## src/design/swl_pkg.sv

```systemverilog
package swl_pkg;
    // Clock rate used to turn microseconds into cycles
    localparam int CLK_MHZ = 100;
    localparam int TIMER_W = 16;
    localparam int BYTE_BITS = 8;

    // Reset classification times, as printed
    localparam int RST_LONG_US = 480;
    localparam int OD_KEEP_US = 80;
    localparam int RST_DET_STD_US = 120;
    localparam int RST_DET_OD_US = 16;

    // Slot and presence timing; plain defaults, tune per process
    localparam int SAMPLE_STD_US = 30;
    localparam int SAMPLE_OD_US = 3;
    localparam int HOLD_STD_US = 30;
    localparam int HOLD_OD_US = 3;
    localparam int PDH_STD_US = 30;
    localparam int PDH_OD_US = 3;
    localparam int PDL_STD_US = 120;
    localparam int PDL_OD_US = 12;
    localparam int REH_STD_US = 5;
    localparam int REH_OD_US = 1;
    localparam int FILT_STD_US = 1;

    // Derived cycle counts (whole microseconds give exact counts)
    localparam int RST_LONG_CYC = RST_LONG_US * CLK_MHZ;
    localparam int OD_KEEP_CYC = OD_KEEP_US * CLK_MHZ;
    localparam int RST_DET_STD_CYC = RST_DET_STD_US * CLK_MHZ;
    localparam int RST_DET_OD_CYC = RST_DET_OD_US * CLK_MHZ;
    localparam int SAMPLE_STD_CYC = SAMPLE_STD_US * CLK_MHZ;
    localparam int SAMPLE_OD_CYC = SAMPLE_OD_US * CLK_MHZ;
    localparam int HOLD_STD_CYC = HOLD_STD_US * CLK_MHZ;
    localparam int HOLD_OD_CYC = HOLD_OD_US * CLK_MHZ;
    localparam int PDH_STD_CYC = PDH_STD_US * CLK_MHZ;
    localparam int PDH_OD_CYC = PDH_OD_US * CLK_MHZ;
    localparam int PDL_STD_CYC = PDL_STD_US * CLK_MHZ;
    localparam int PDL_OD_CYC = PDL_OD_US * CLK_MHZ;
    localparam int REH_STD_CYC = REH_STD_US * CLK_MHZ;
    localparam int REH_OD_CYC = REH_OD_US * CLK_MHZ;
    localparam int FILT_STD_CYC = FILT_STD_US * CLK_MHZ;

    // Network command codes seen by this block
    localparam logic [7:0] CMD_OD_SKIP = 8'h3c;
    localparam logic [7:0] CMD_COND_READ = 8'h0f;

    typedef enum logic [2:0] {
        SWL_IDLE = 3'b000,
        SWL_LOW = 3'b001,
        SWL_PDH = 3'b010,
        SWL_PDL = 3'b011,
        SWL_HOLD = 3'b100
    } swl_state_t;

    typedef enum logic [1:0] {
        SWL_CH_OFF = 2'b00,
        SWL_CH_ON = 2'b01,
        SWL_CH_DONE = 2'b10
    } swl_chain_t;
endpackage

```

## src/design/swl_slave.sv

```systemverilog
`timescale 1ns/10ps
// Operation
// - Standard timing by default; fast flag selects fast timing for every waveform.
// - Master makes all falling edges; device only starts the presence pulse itself.
// - Reset low of 480us or more clears fast speed.
// - In fast speed, reset low up to 80us keeps fast speed.
// - Fast-speed reset between 80us and 480us resets; standard speed afterwards.
// - After reset rise, wait presence delay, then drive low presence time.
// - Each time slot carries exactly one bit, write or read.
// - Falling below low threshold starts slot timer for sampling and read hold.
// - Read zero: device pulls low until its timer expires; read one: never drives.
// - Extra falling-edge low-pass filter at standard speed only.
// - Dips staying above threshold minus hysteresis are no falling edge.
// - Lows inside the rising hold-off window are ignored; later ones start slots.
// - First chain enable is held low; each done output feeds next enable.
// - Armed device answers identity read only while its enable input is low.
// - Line low past 120us standard or 16us fast resets the device.
// - Fast-skip command 3Ch sets the fast flag until a reset low longer than 80us.
// - Done command (ignored while chain is off) drives done output low and stops further identity answers.
module swl_slave #(
    parameter int TIMER_W = swl_pkg::TIMER_W,
    parameter int RST_LONG_CYC = swl_pkg::RST_LONG_CYC,
    parameter int OD_KEEP_CYC = swl_pkg::OD_KEEP_CYC,
    parameter int RST_DET_STD_CYC = swl_pkg::RST_DET_STD_CYC,
    parameter int RST_DET_OD_CYC = swl_pkg::RST_DET_OD_CYC,
    parameter int SAMPLE_STD_CYC = swl_pkg::SAMPLE_STD_CYC,
    parameter int SAMPLE_OD_CYC = swl_pkg::SAMPLE_OD_CYC,
    parameter int HOLD_STD_CYC = swl_pkg::HOLD_STD_CYC,
    parameter int HOLD_OD_CYC = swl_pkg::HOLD_OD_CYC,
    parameter int PDH_STD_CYC = swl_pkg::PDH_STD_CYC,
    parameter int PDH_OD_CYC = swl_pkg::PDH_OD_CYC,
    parameter int PDL_STD_CYC = swl_pkg::PDL_STD_CYC,
    parameter int PDL_OD_CYC = swl_pkg::PDL_OD_CYC,
    parameter int REH_STD_CYC = swl_pkg::REH_STD_CYC,
    parameter int REH_OD_CYC = swl_pkg::REH_OD_CYC,
    parameter int FILT_STD_CYC = swl_pkg::FILT_STD_CYC
) (
    input wire logic clk_i,                          // 100 MHz clock
    input wire logic arst_n_i,                       // Async reset, active low
    input wire logic en_i,                           // Clock enable, freezes all state
    input wire logic line_above_th_i,                // Line above high threshold
    input wire logic line_below_tl_i,                // Line below low threshold
    output logic line_o,                             // Pin output level, always low
    output logic line_oe_o,                          // Pin pulldown enable
    input wire logic tx_en_i,                        // Next slot is a read slot
    input wire logic tx_bit_i,                       // Bit to return in that slot
    output logic rx_bit_o,                           // Level sampled in last slot
    output logic rx_valid_o,                         // Pulse: one bit per slot
    output logic [7:0] cmd_byte_o,                   // First byte after reset
    output logic cmd_valid_o,                        // Pulse: first byte complete
    output logic bus_reset_o,                        // Pulse: reset pulse ended
    output logic fast_speed_flag_o,                  // Fast timing in force
    input wire logic chain_on_i,                     // Pulse: arm chain
    input wire logic chain_done_i,                   // Pulse: chain done
    input wire logic chain_off_i,                    // Pulse: chain off
    input wire logic sequence_enable_input_n_i,      // Chain enable, active low
    output logic sequence_done_output_n_o,           // Chain done, active low
    output logic id_answer_o                         // Send identity in this transaction
);
    // Long reset count must fit the slot timer and exceed the keep count; refused while elaborating
    if (RST_LONG_CYC >= (2 ** TIMER_W) - 1 || TIMER_W > 31 || OD_KEEP_CYC >= RST_LONG_CYC) begin : g_bad_cfg
        $error("swl_slave: timer too narrow or reset limits inconsistent");
    end

    typedef struct packed {
        swl_pkg::swl_state_t st;
        logic [TIMER_W-1:0] timer;
        logic [TIMER_W-1:0] filt;
        logic fast;
        logic drive;
        logic sampled;
        logic is_rst;
        logic rx_bit;
        logic rx_valid;
        logic [7:0] shift;
        logic [3:0] bitcnt;
        logic cmd_done;
        logic [7:0] cmd_byte;
        logic cmd_valid;
        logic bus_reset;
        swl_pkg::swl_chain_t chain;
        logic done_n;
        logic answer;
    } swl_regs_t;

    localparam swl_regs_t RESET_REGS = '{
        st: swl_pkg::SWL_IDLE, timer: '0, filt: '0, fast: 1'b0, drive: 1'b0,
        sampled: 1'b0, is_rst: 1'b0, rx_bit: 1'b0, rx_valid: 1'b0, shift: 8'h00,
        bitcnt: 4'h0, cmd_done: 1'b0, cmd_byte: 8'h00, cmd_valid: 1'b0,
        bus_reset: 1'b0, chain: swl_pkg::SWL_CH_OFF, done_n: 1'b1, answer: 1'b0
    };

    swl_regs_t q;
    swl_regs_t next_q;

    // Pick the count for the current speed
    function automatic logic [TIMER_W-1:0] pick(input logic fast, input int std_c, input int od_c);
        pick = fast ? TIMER_W'(od_c) : TIMER_W'(std_c);
    endfunction

    always_comb begin
        next_q = q;
        next_q.rx_valid = 1'b0;
        next_q.cmd_valid = 1'b0;
        next_q.bus_reset = 1'b0;
        case (q.st)
            // Wait for the master's falling edge below the low threshold
            swl_pkg::SWL_IDLE: begin
                if (line_below_tl_i) begin
                    if (q.filt != {TIMER_W{1'b1}}) begin
                        next_q.filt = q.filt + 1'b1;
                    end
                    // Fast speed bypasses the low-pass delay
                    if (q.fast || q.filt + 1'b1 >= TIMER_W'(FILT_STD_CYC)) begin
                        next_q.st = swl_pkg::SWL_LOW;
                        next_q.timer = '0;
                        next_q.sampled = 1'b0;
                        next_q.is_rst = 1'b0;
                        // Pull only when the master already holds the line low
                        next_q.drive = tx_en_i && !tx_bit_i;
                    end
                end else begin
                    next_q.filt = '0;
                end
            end
            // Slot timer runs from the recognised falling edge
            swl_pkg::SWL_LOW: begin
                if (q.timer != {TIMER_W{1'b1}}) begin
                    next_q.timer = q.timer + 1'b1;
                end
                if (q.drive && q.timer >= pick(q.fast, HOLD_STD_CYC, HOLD_OD_CYC)) begin
                    next_q.drive = 1'b0;
                end
                if (!q.sampled && q.timer >= pick(q.fast, SAMPLE_STD_CYC, SAMPLE_OD_CYC)) begin
                    next_q.sampled = 1'b1;
                    next_q.rx_bit = line_above_th_i;
                    next_q.rx_valid = 1'b1;
                    // Gather the command byte, least significant bit first
                    if (!q.cmd_done) begin
                        next_q.shift = {line_above_th_i, q.shift[7:1]};
                        next_q.bitcnt = q.bitcnt + 4'h1;
                        if (q.bitcnt == 4'(swl_pkg::BYTE_BITS - 1)) begin
                            next_q.cmd_done = 1'b1;
                            next_q.cmd_valid = 1'b1;
                            next_q.cmd_byte = {line_above_th_i, q.shift[7:1]};
                            if ({line_above_th_i, q.shift[7:1]} == swl_pkg::CMD_OD_SKIP) begin
                                next_q.fast = 1'b1;
                            end
                            next_q.answer = q.chain == swl_pkg::SWL_CH_ON
                                && !sequence_enable_input_n_i
                                && {line_above_th_i, q.shift[7:1]} == swl_pkg::CMD_COND_READ;
                        end
                    end
                end
                if (q.timer >= pick(q.fast, RST_DET_STD_CYC, RST_DET_OD_CYC)) begin
                    next_q.is_rst = 1'b1;
                    next_q.drive = 1'b0;
                end
                if (line_above_th_i && !q.drive) begin
                    if (q.is_rst) begin
                        // Speed after reset follows the low length
                        if (q.timer >= TIMER_W'(RST_LONG_CYC)) begin
                            next_q.fast = 1'b0;
                        end else if (!(q.fast && q.timer <= TIMER_W'(OD_KEEP_CYC))) begin
                            next_q.fast = 1'b0;
                        end
                        next_q.st = swl_pkg::SWL_PDH;
                        next_q.timer = '0;
                        next_q.bus_reset = 1'b1;
                        next_q.cmd_done = 1'b0;
                        next_q.bitcnt = 4'h0;
                        next_q.answer = 1'b0;
                    end else if (q.sampled) begin
                        next_q.st = swl_pkg::SWL_HOLD;
                        next_q.timer = '0;
                    end
                end
            end
            // Presence delay after the reset rise
            swl_pkg::SWL_PDH: begin
                next_q.timer = q.timer + 1'b1;
                if (q.timer >= pick(q.fast, PDH_STD_CYC, PDH_OD_CYC)) begin
                    next_q.st = swl_pkg::SWL_PDL;
                    next_q.timer = '0;
                    next_q.drive = 1'b1;
                end
            end
            // Presence low, then wait for the line to come back high
            swl_pkg::SWL_PDL: begin
                if (q.drive) begin
                    next_q.timer = q.timer + 1'b1;
                    if (q.timer >= pick(q.fast, PDL_STD_CYC, PDL_OD_CYC)) begin
                        next_q.drive = 1'b0;
                    end
                end else if (line_above_th_i) begin
                    next_q.st = swl_pkg::SWL_HOLD;
                    next_q.timer = '0;
                end
            end
            // Hold-off: lows of any depth are ignored here
            swl_pkg::SWL_HOLD: begin
                next_q.timer = q.timer + 1'b1;
                if (q.timer >= pick(q.fast, REH_STD_CYC, REH_OD_CYC)) begin
                    next_q.st = swl_pkg::SWL_IDLE;
                    next_q.filt = '0;
                end
            end
            default: begin
                next_q.st = swl_pkg::SWL_IDLE;
                next_q.drive = 1'b0;
            end
        endcase

        // Chain state; off beats done, and done (ignored while off) beats on, when pulses coincide
        if (chain_off_i) begin
            next_q.chain = swl_pkg::SWL_CH_OFF;
        end else if (chain_done_i && q.chain != swl_pkg::SWL_CH_OFF) begin
            next_q.chain = swl_pkg::SWL_CH_DONE;
        end else if (chain_on_i) begin
            next_q.chain = swl_pkg::SWL_CH_ON;
        end
        // Done output passes the turn on to the next device
        next_q.done_n = next_q.chain != swl_pkg::SWL_CH_DONE;
        if (next_q.chain != swl_pkg::SWL_CH_ON) begin
            next_q.answer = 1'b0;
        end
    end

    // Single state register; clock enable freezes everything
    always_ff @(posedge clk_i or negedge arst_n_i) begin
        if (!arst_n_i) begin
            q <= RESET_REGS;
        end else if (en_i) begin
            q <= next_q;
        end
    end

    // Outputs straight from the state register; pin level is a constant low
    assign line_o = 1'b0;
    assign line_oe_o = q.drive;
    assign rx_bit_o = q.rx_bit;
    assign rx_valid_o = q.rx_valid;
    assign cmd_byte_o = q.cmd_byte;
    assign cmd_valid_o = q.cmd_valid;
    assign bus_reset_o = q.bus_reset;
    assign fast_speed_flag_o = q.fast;
    assign sequence_done_output_n_o = q.done_n;
    assign id_answer_o = q.answer;
endmodule

```

## config.mk

```make
export PLATFORM = sky130hd
export DESIGN_NAME = swl_slave
export DESIGN_NICKNAME = d
export VERILOG_FILES = /design/src/design/swl_pkg.sv /design/src/design/swl_slave.sv
export SDC_FILE = /design/constraint.sdc
export NUM_CORES = 1
export LEC_CHECK = 0
export CORE_MARGIN = 3
export CORE_UTILIZATION = 35
export DETAILED_ROUTE_END_ITERATION = 7
export DONT_BUFFER_PORTS = 1
export GPL_TIMING_DRIVEN = 0
export HOLD_SLACK_MARGIN = 0.15
export PLACE_DENSITY = 0.59
export SETUP_SLACK_MARGIN = 0.1
export SYNTH_ARGS = -nofsm -noshare
export SYNTH_HDL_FRONTEND = slang
export SYNTH_SLANG_ARGS = --single-unit
```

## constraint.sdc

```tcl
create_clock -name clk_i -period 4.2 [get_ports clk_i]
set_input_delay 0.21 -clock clk_i [delete_from_list [all_inputs] [get_ports clk_i]]
set_output_delay 0.21 -clock clk_i [all_outputs]
set_load 0.01 [all_outputs]
```

==> results.ini <==
[run_status]
outcome = complete, no violations

[final_layout]
fillers = 1213
drive_above_1_share_pct = 15.6
n_antenna_cell = 0
final_util_pct = 41.5
syn_to_final_growth_pct = 14.1
nNetsFinal = 552

[grt]
grt_pass1_vias = 3755
grt_max_degree = 68
grt_pass1_wl_mm = 19.1
globalRouteOverflowTotal = 0
track_usage_pct = 16.4
antenna_found_initial = 0

[logic_synthesis]
synth_most_common_cell = dfrtp_1
synth_warnings = 0
synthArstFlopShare_pct = 100
yosys.area.top_type = dfrtp_1
synth_top_flop_cell = dfrtp_1
synth.distinct_cells = 69
syn-num-nets = 534
netlist_top_cells_count = 66 x dfrtp_1, 48 x nor2_1, 47 x nand2_1
yosysTopAreaCellShare_pct = 37.3
syn_avg_cell_area_um2 = 8.69
postSynthCellCount = 509
synth_area_leaders = dfrtp_1 37%, o21ai_0 5.0%, mux2_2 4.8%
synth_edf_count = 0
ys_seq_area_share_pct = 37.9
ys_seq_elements = 67
syn_area_mm2 = 0.00442

[timing]
min_period_ns = 3.44
finalSetupTns_ns = 0
timing.final.ws_setup_ns = 0.758
slew_violations = 0
hold_ws_ns = 0.168
hold_violations = 0
setup_viol = 0
fin_crit_sh_pct = 82.0
tightest_slew_ns = 1.07
grt_setup_unrepaired = no
clock.fmax_mhz = 290
max-slew-margin-rel_pct = 27.8
skew_ns = 0.00953

[drt]
drt_iter0_markers = 302
postRouteAntennaNets = 0
routed_wl_mm = 11.1
post_drt_via_cell_ratio = 5.68
drc = 0
wl_per_cell_um = 15.9
vias = 3973
dr.pass1.iters = 4

[die]
io_pins = 28
die_w_um = 118
rows = 40
die-area_mm2 = 0.0140
core_mm2 = 0.0122
die_h_um = 118
start_util_pct = 36.4

[hold_path]
hold_class = in2reg
hold_start = chain_done_i
whs_endpoint = sequence_done_output_n_o
holdPathStages = 2

[clocking]
cts_setup_buffers = 0
numClockSinks = 67
cts_buffer_depth = 2
h-tree-depth = 3
path_clk_slew_ns = 0.06
cts-root-buf = clkbuf_16
cts_tree = built
cts-buffers-inserted = 9
clock_latency_ns = 0.34

[setup_path]
crit_type = reg2reg
rr_worst_depth = 7
worstPathArrival_ns = 3.67
timing.rr.start = fast_speed_flag_o
start_kind = flip-flop
crit_start = fast_speed_flag_o
worstPathMaxFanout = 13
timing.rr.end = cmd_byte_o[0]
cp_data_required_time_ns = 4.43
endpoint_kind = flip-flop
r2r_setup_slack_ns = 0.76

[pwr]
power_density_mw_per_mm2 = 312
peakVddDrop_uv = 182
cellLeakagePower_uw = 0.00213

[placed_design]
dp_hpwl_mm = 7.75
port_buffers = 0
gp_congestion = 0.863
pre_cts_slack_ns = 0.740

[job]
drv_cap = 0

worst max-delay path by stage:
stage / to / cells after the start
detailed placement: cmd_byte_o[0] / 7
floorplan: cmd_byte_o[0] / 8
finish: cmd_byte_o[0] / 7
CTS: cmd_byte_o[0] / 7
global route: q[18] / 7
global placement: cmd_byte_o[7] / 7
final cells by class:
cell class                      instances  area (um^2)  share of cell area (%)
Buffer                                 38          206                    4.09
Clock buffer                            9          225                    4.46
Timing Repair Buffer                    7         87.6                    1.74
Multi-Input combinational cell        382         2460                    48.7
Inverter                               22         82.6                    1.64
Clock inverter                          7         98.8                    1.96
Tap cell                              168          210                    4.17
Sequential cell                        67         1680                    33.3
per-layer routing:
metal	track usage, %	part of all wire (%)
met1	22.4	46
met2	26.4	47
met3	3.44	5.8
met4	4.78	1.2
met5	0	0
power by group:
group / switching, uW / internal, uW / leakage, uW
logic: 47.4 / 25.3 / 0.00107
clock network: 309 / 524 / 0.000156
registers: 12.5 / 654 / 0.000903
critical path, cell delays in order (launching register included):
cell      delay (ns)
dfrtp_1         0.80
ha_1            0.38
o31ai_1         0.42
a31oi_1         0.30
or3_1           0.46
or3_1           0.36
clkbuf_1        0.25
mux2_2          0.34
timing repair:
| item | CTS | global route |
|---|---|---|
| endpoints found under the setup margin | 0 | 0 |
| endpoints found under the hold margin | 75 | 0 |
| hold buffers | 7 | 0 |
| gates resized for setup | 0 | 0 |
state kept, by name, indices dropped and copies added, names as in the netlist:
register                  count
bus_reset_o                   1
cmd_byte_o                    8
cmd_valid_o                   1
fast_speed_flag_o             1
id_answer_o                   1
line_oe_o                     1
q                            51
rx_bit_o                      1
rx_valid_o                    1
sequence_done_output_n_o      1
cells in the final DEF, fill, tap and decap left out, types with 14 or more instances in the layout:
| cell type | n |
|---|---|
| o21ai_0 | 44 |
| ha_1 | 14 |
| inv_1 | 22 |
| nor3_1 | 15 |
| clkbuf_1 | 16 |
| nand2_1 | 47 |
| nor2_1 | 48 |
| a21oi_1 | 20 |
| nand3_1 | 20 |
| dfrtp_1 | 66 |
| mux2_2 | 19 |
cells by family (layout without fill, tap and decap cells):
| kind of cell | count (synthesis) | in the layout | share of synthesized area [%] |
|---|---|---|---|
| mux | 19 | 19 | 4.84 |
| other cells | 1 | 1 | 0.0848 |
| buf+inv | 60 | 83 | 6.53 |
| simple gates | 196 | 196 | 23.5 |
| fa+ha+maj | 14 | 14 | 3.96 |
| xor+xnor | 5 | 5 | 0.990 |
| compound gates | 147 | 147 | 22.2 |
| flops | 67 | 67 | 37.9 |
stage by stage:
stage	std cells	instance area [um^2]	total power [uW]
after global placement	677	4630	725
final	700	5040	1570
after floorplan	509	4420	714
after global routing	700	5040	1630
after detailed placement	677	4630	727
after CTS	700	5040	1580
No activity file was read; power rests on OpenSTA's default activity.
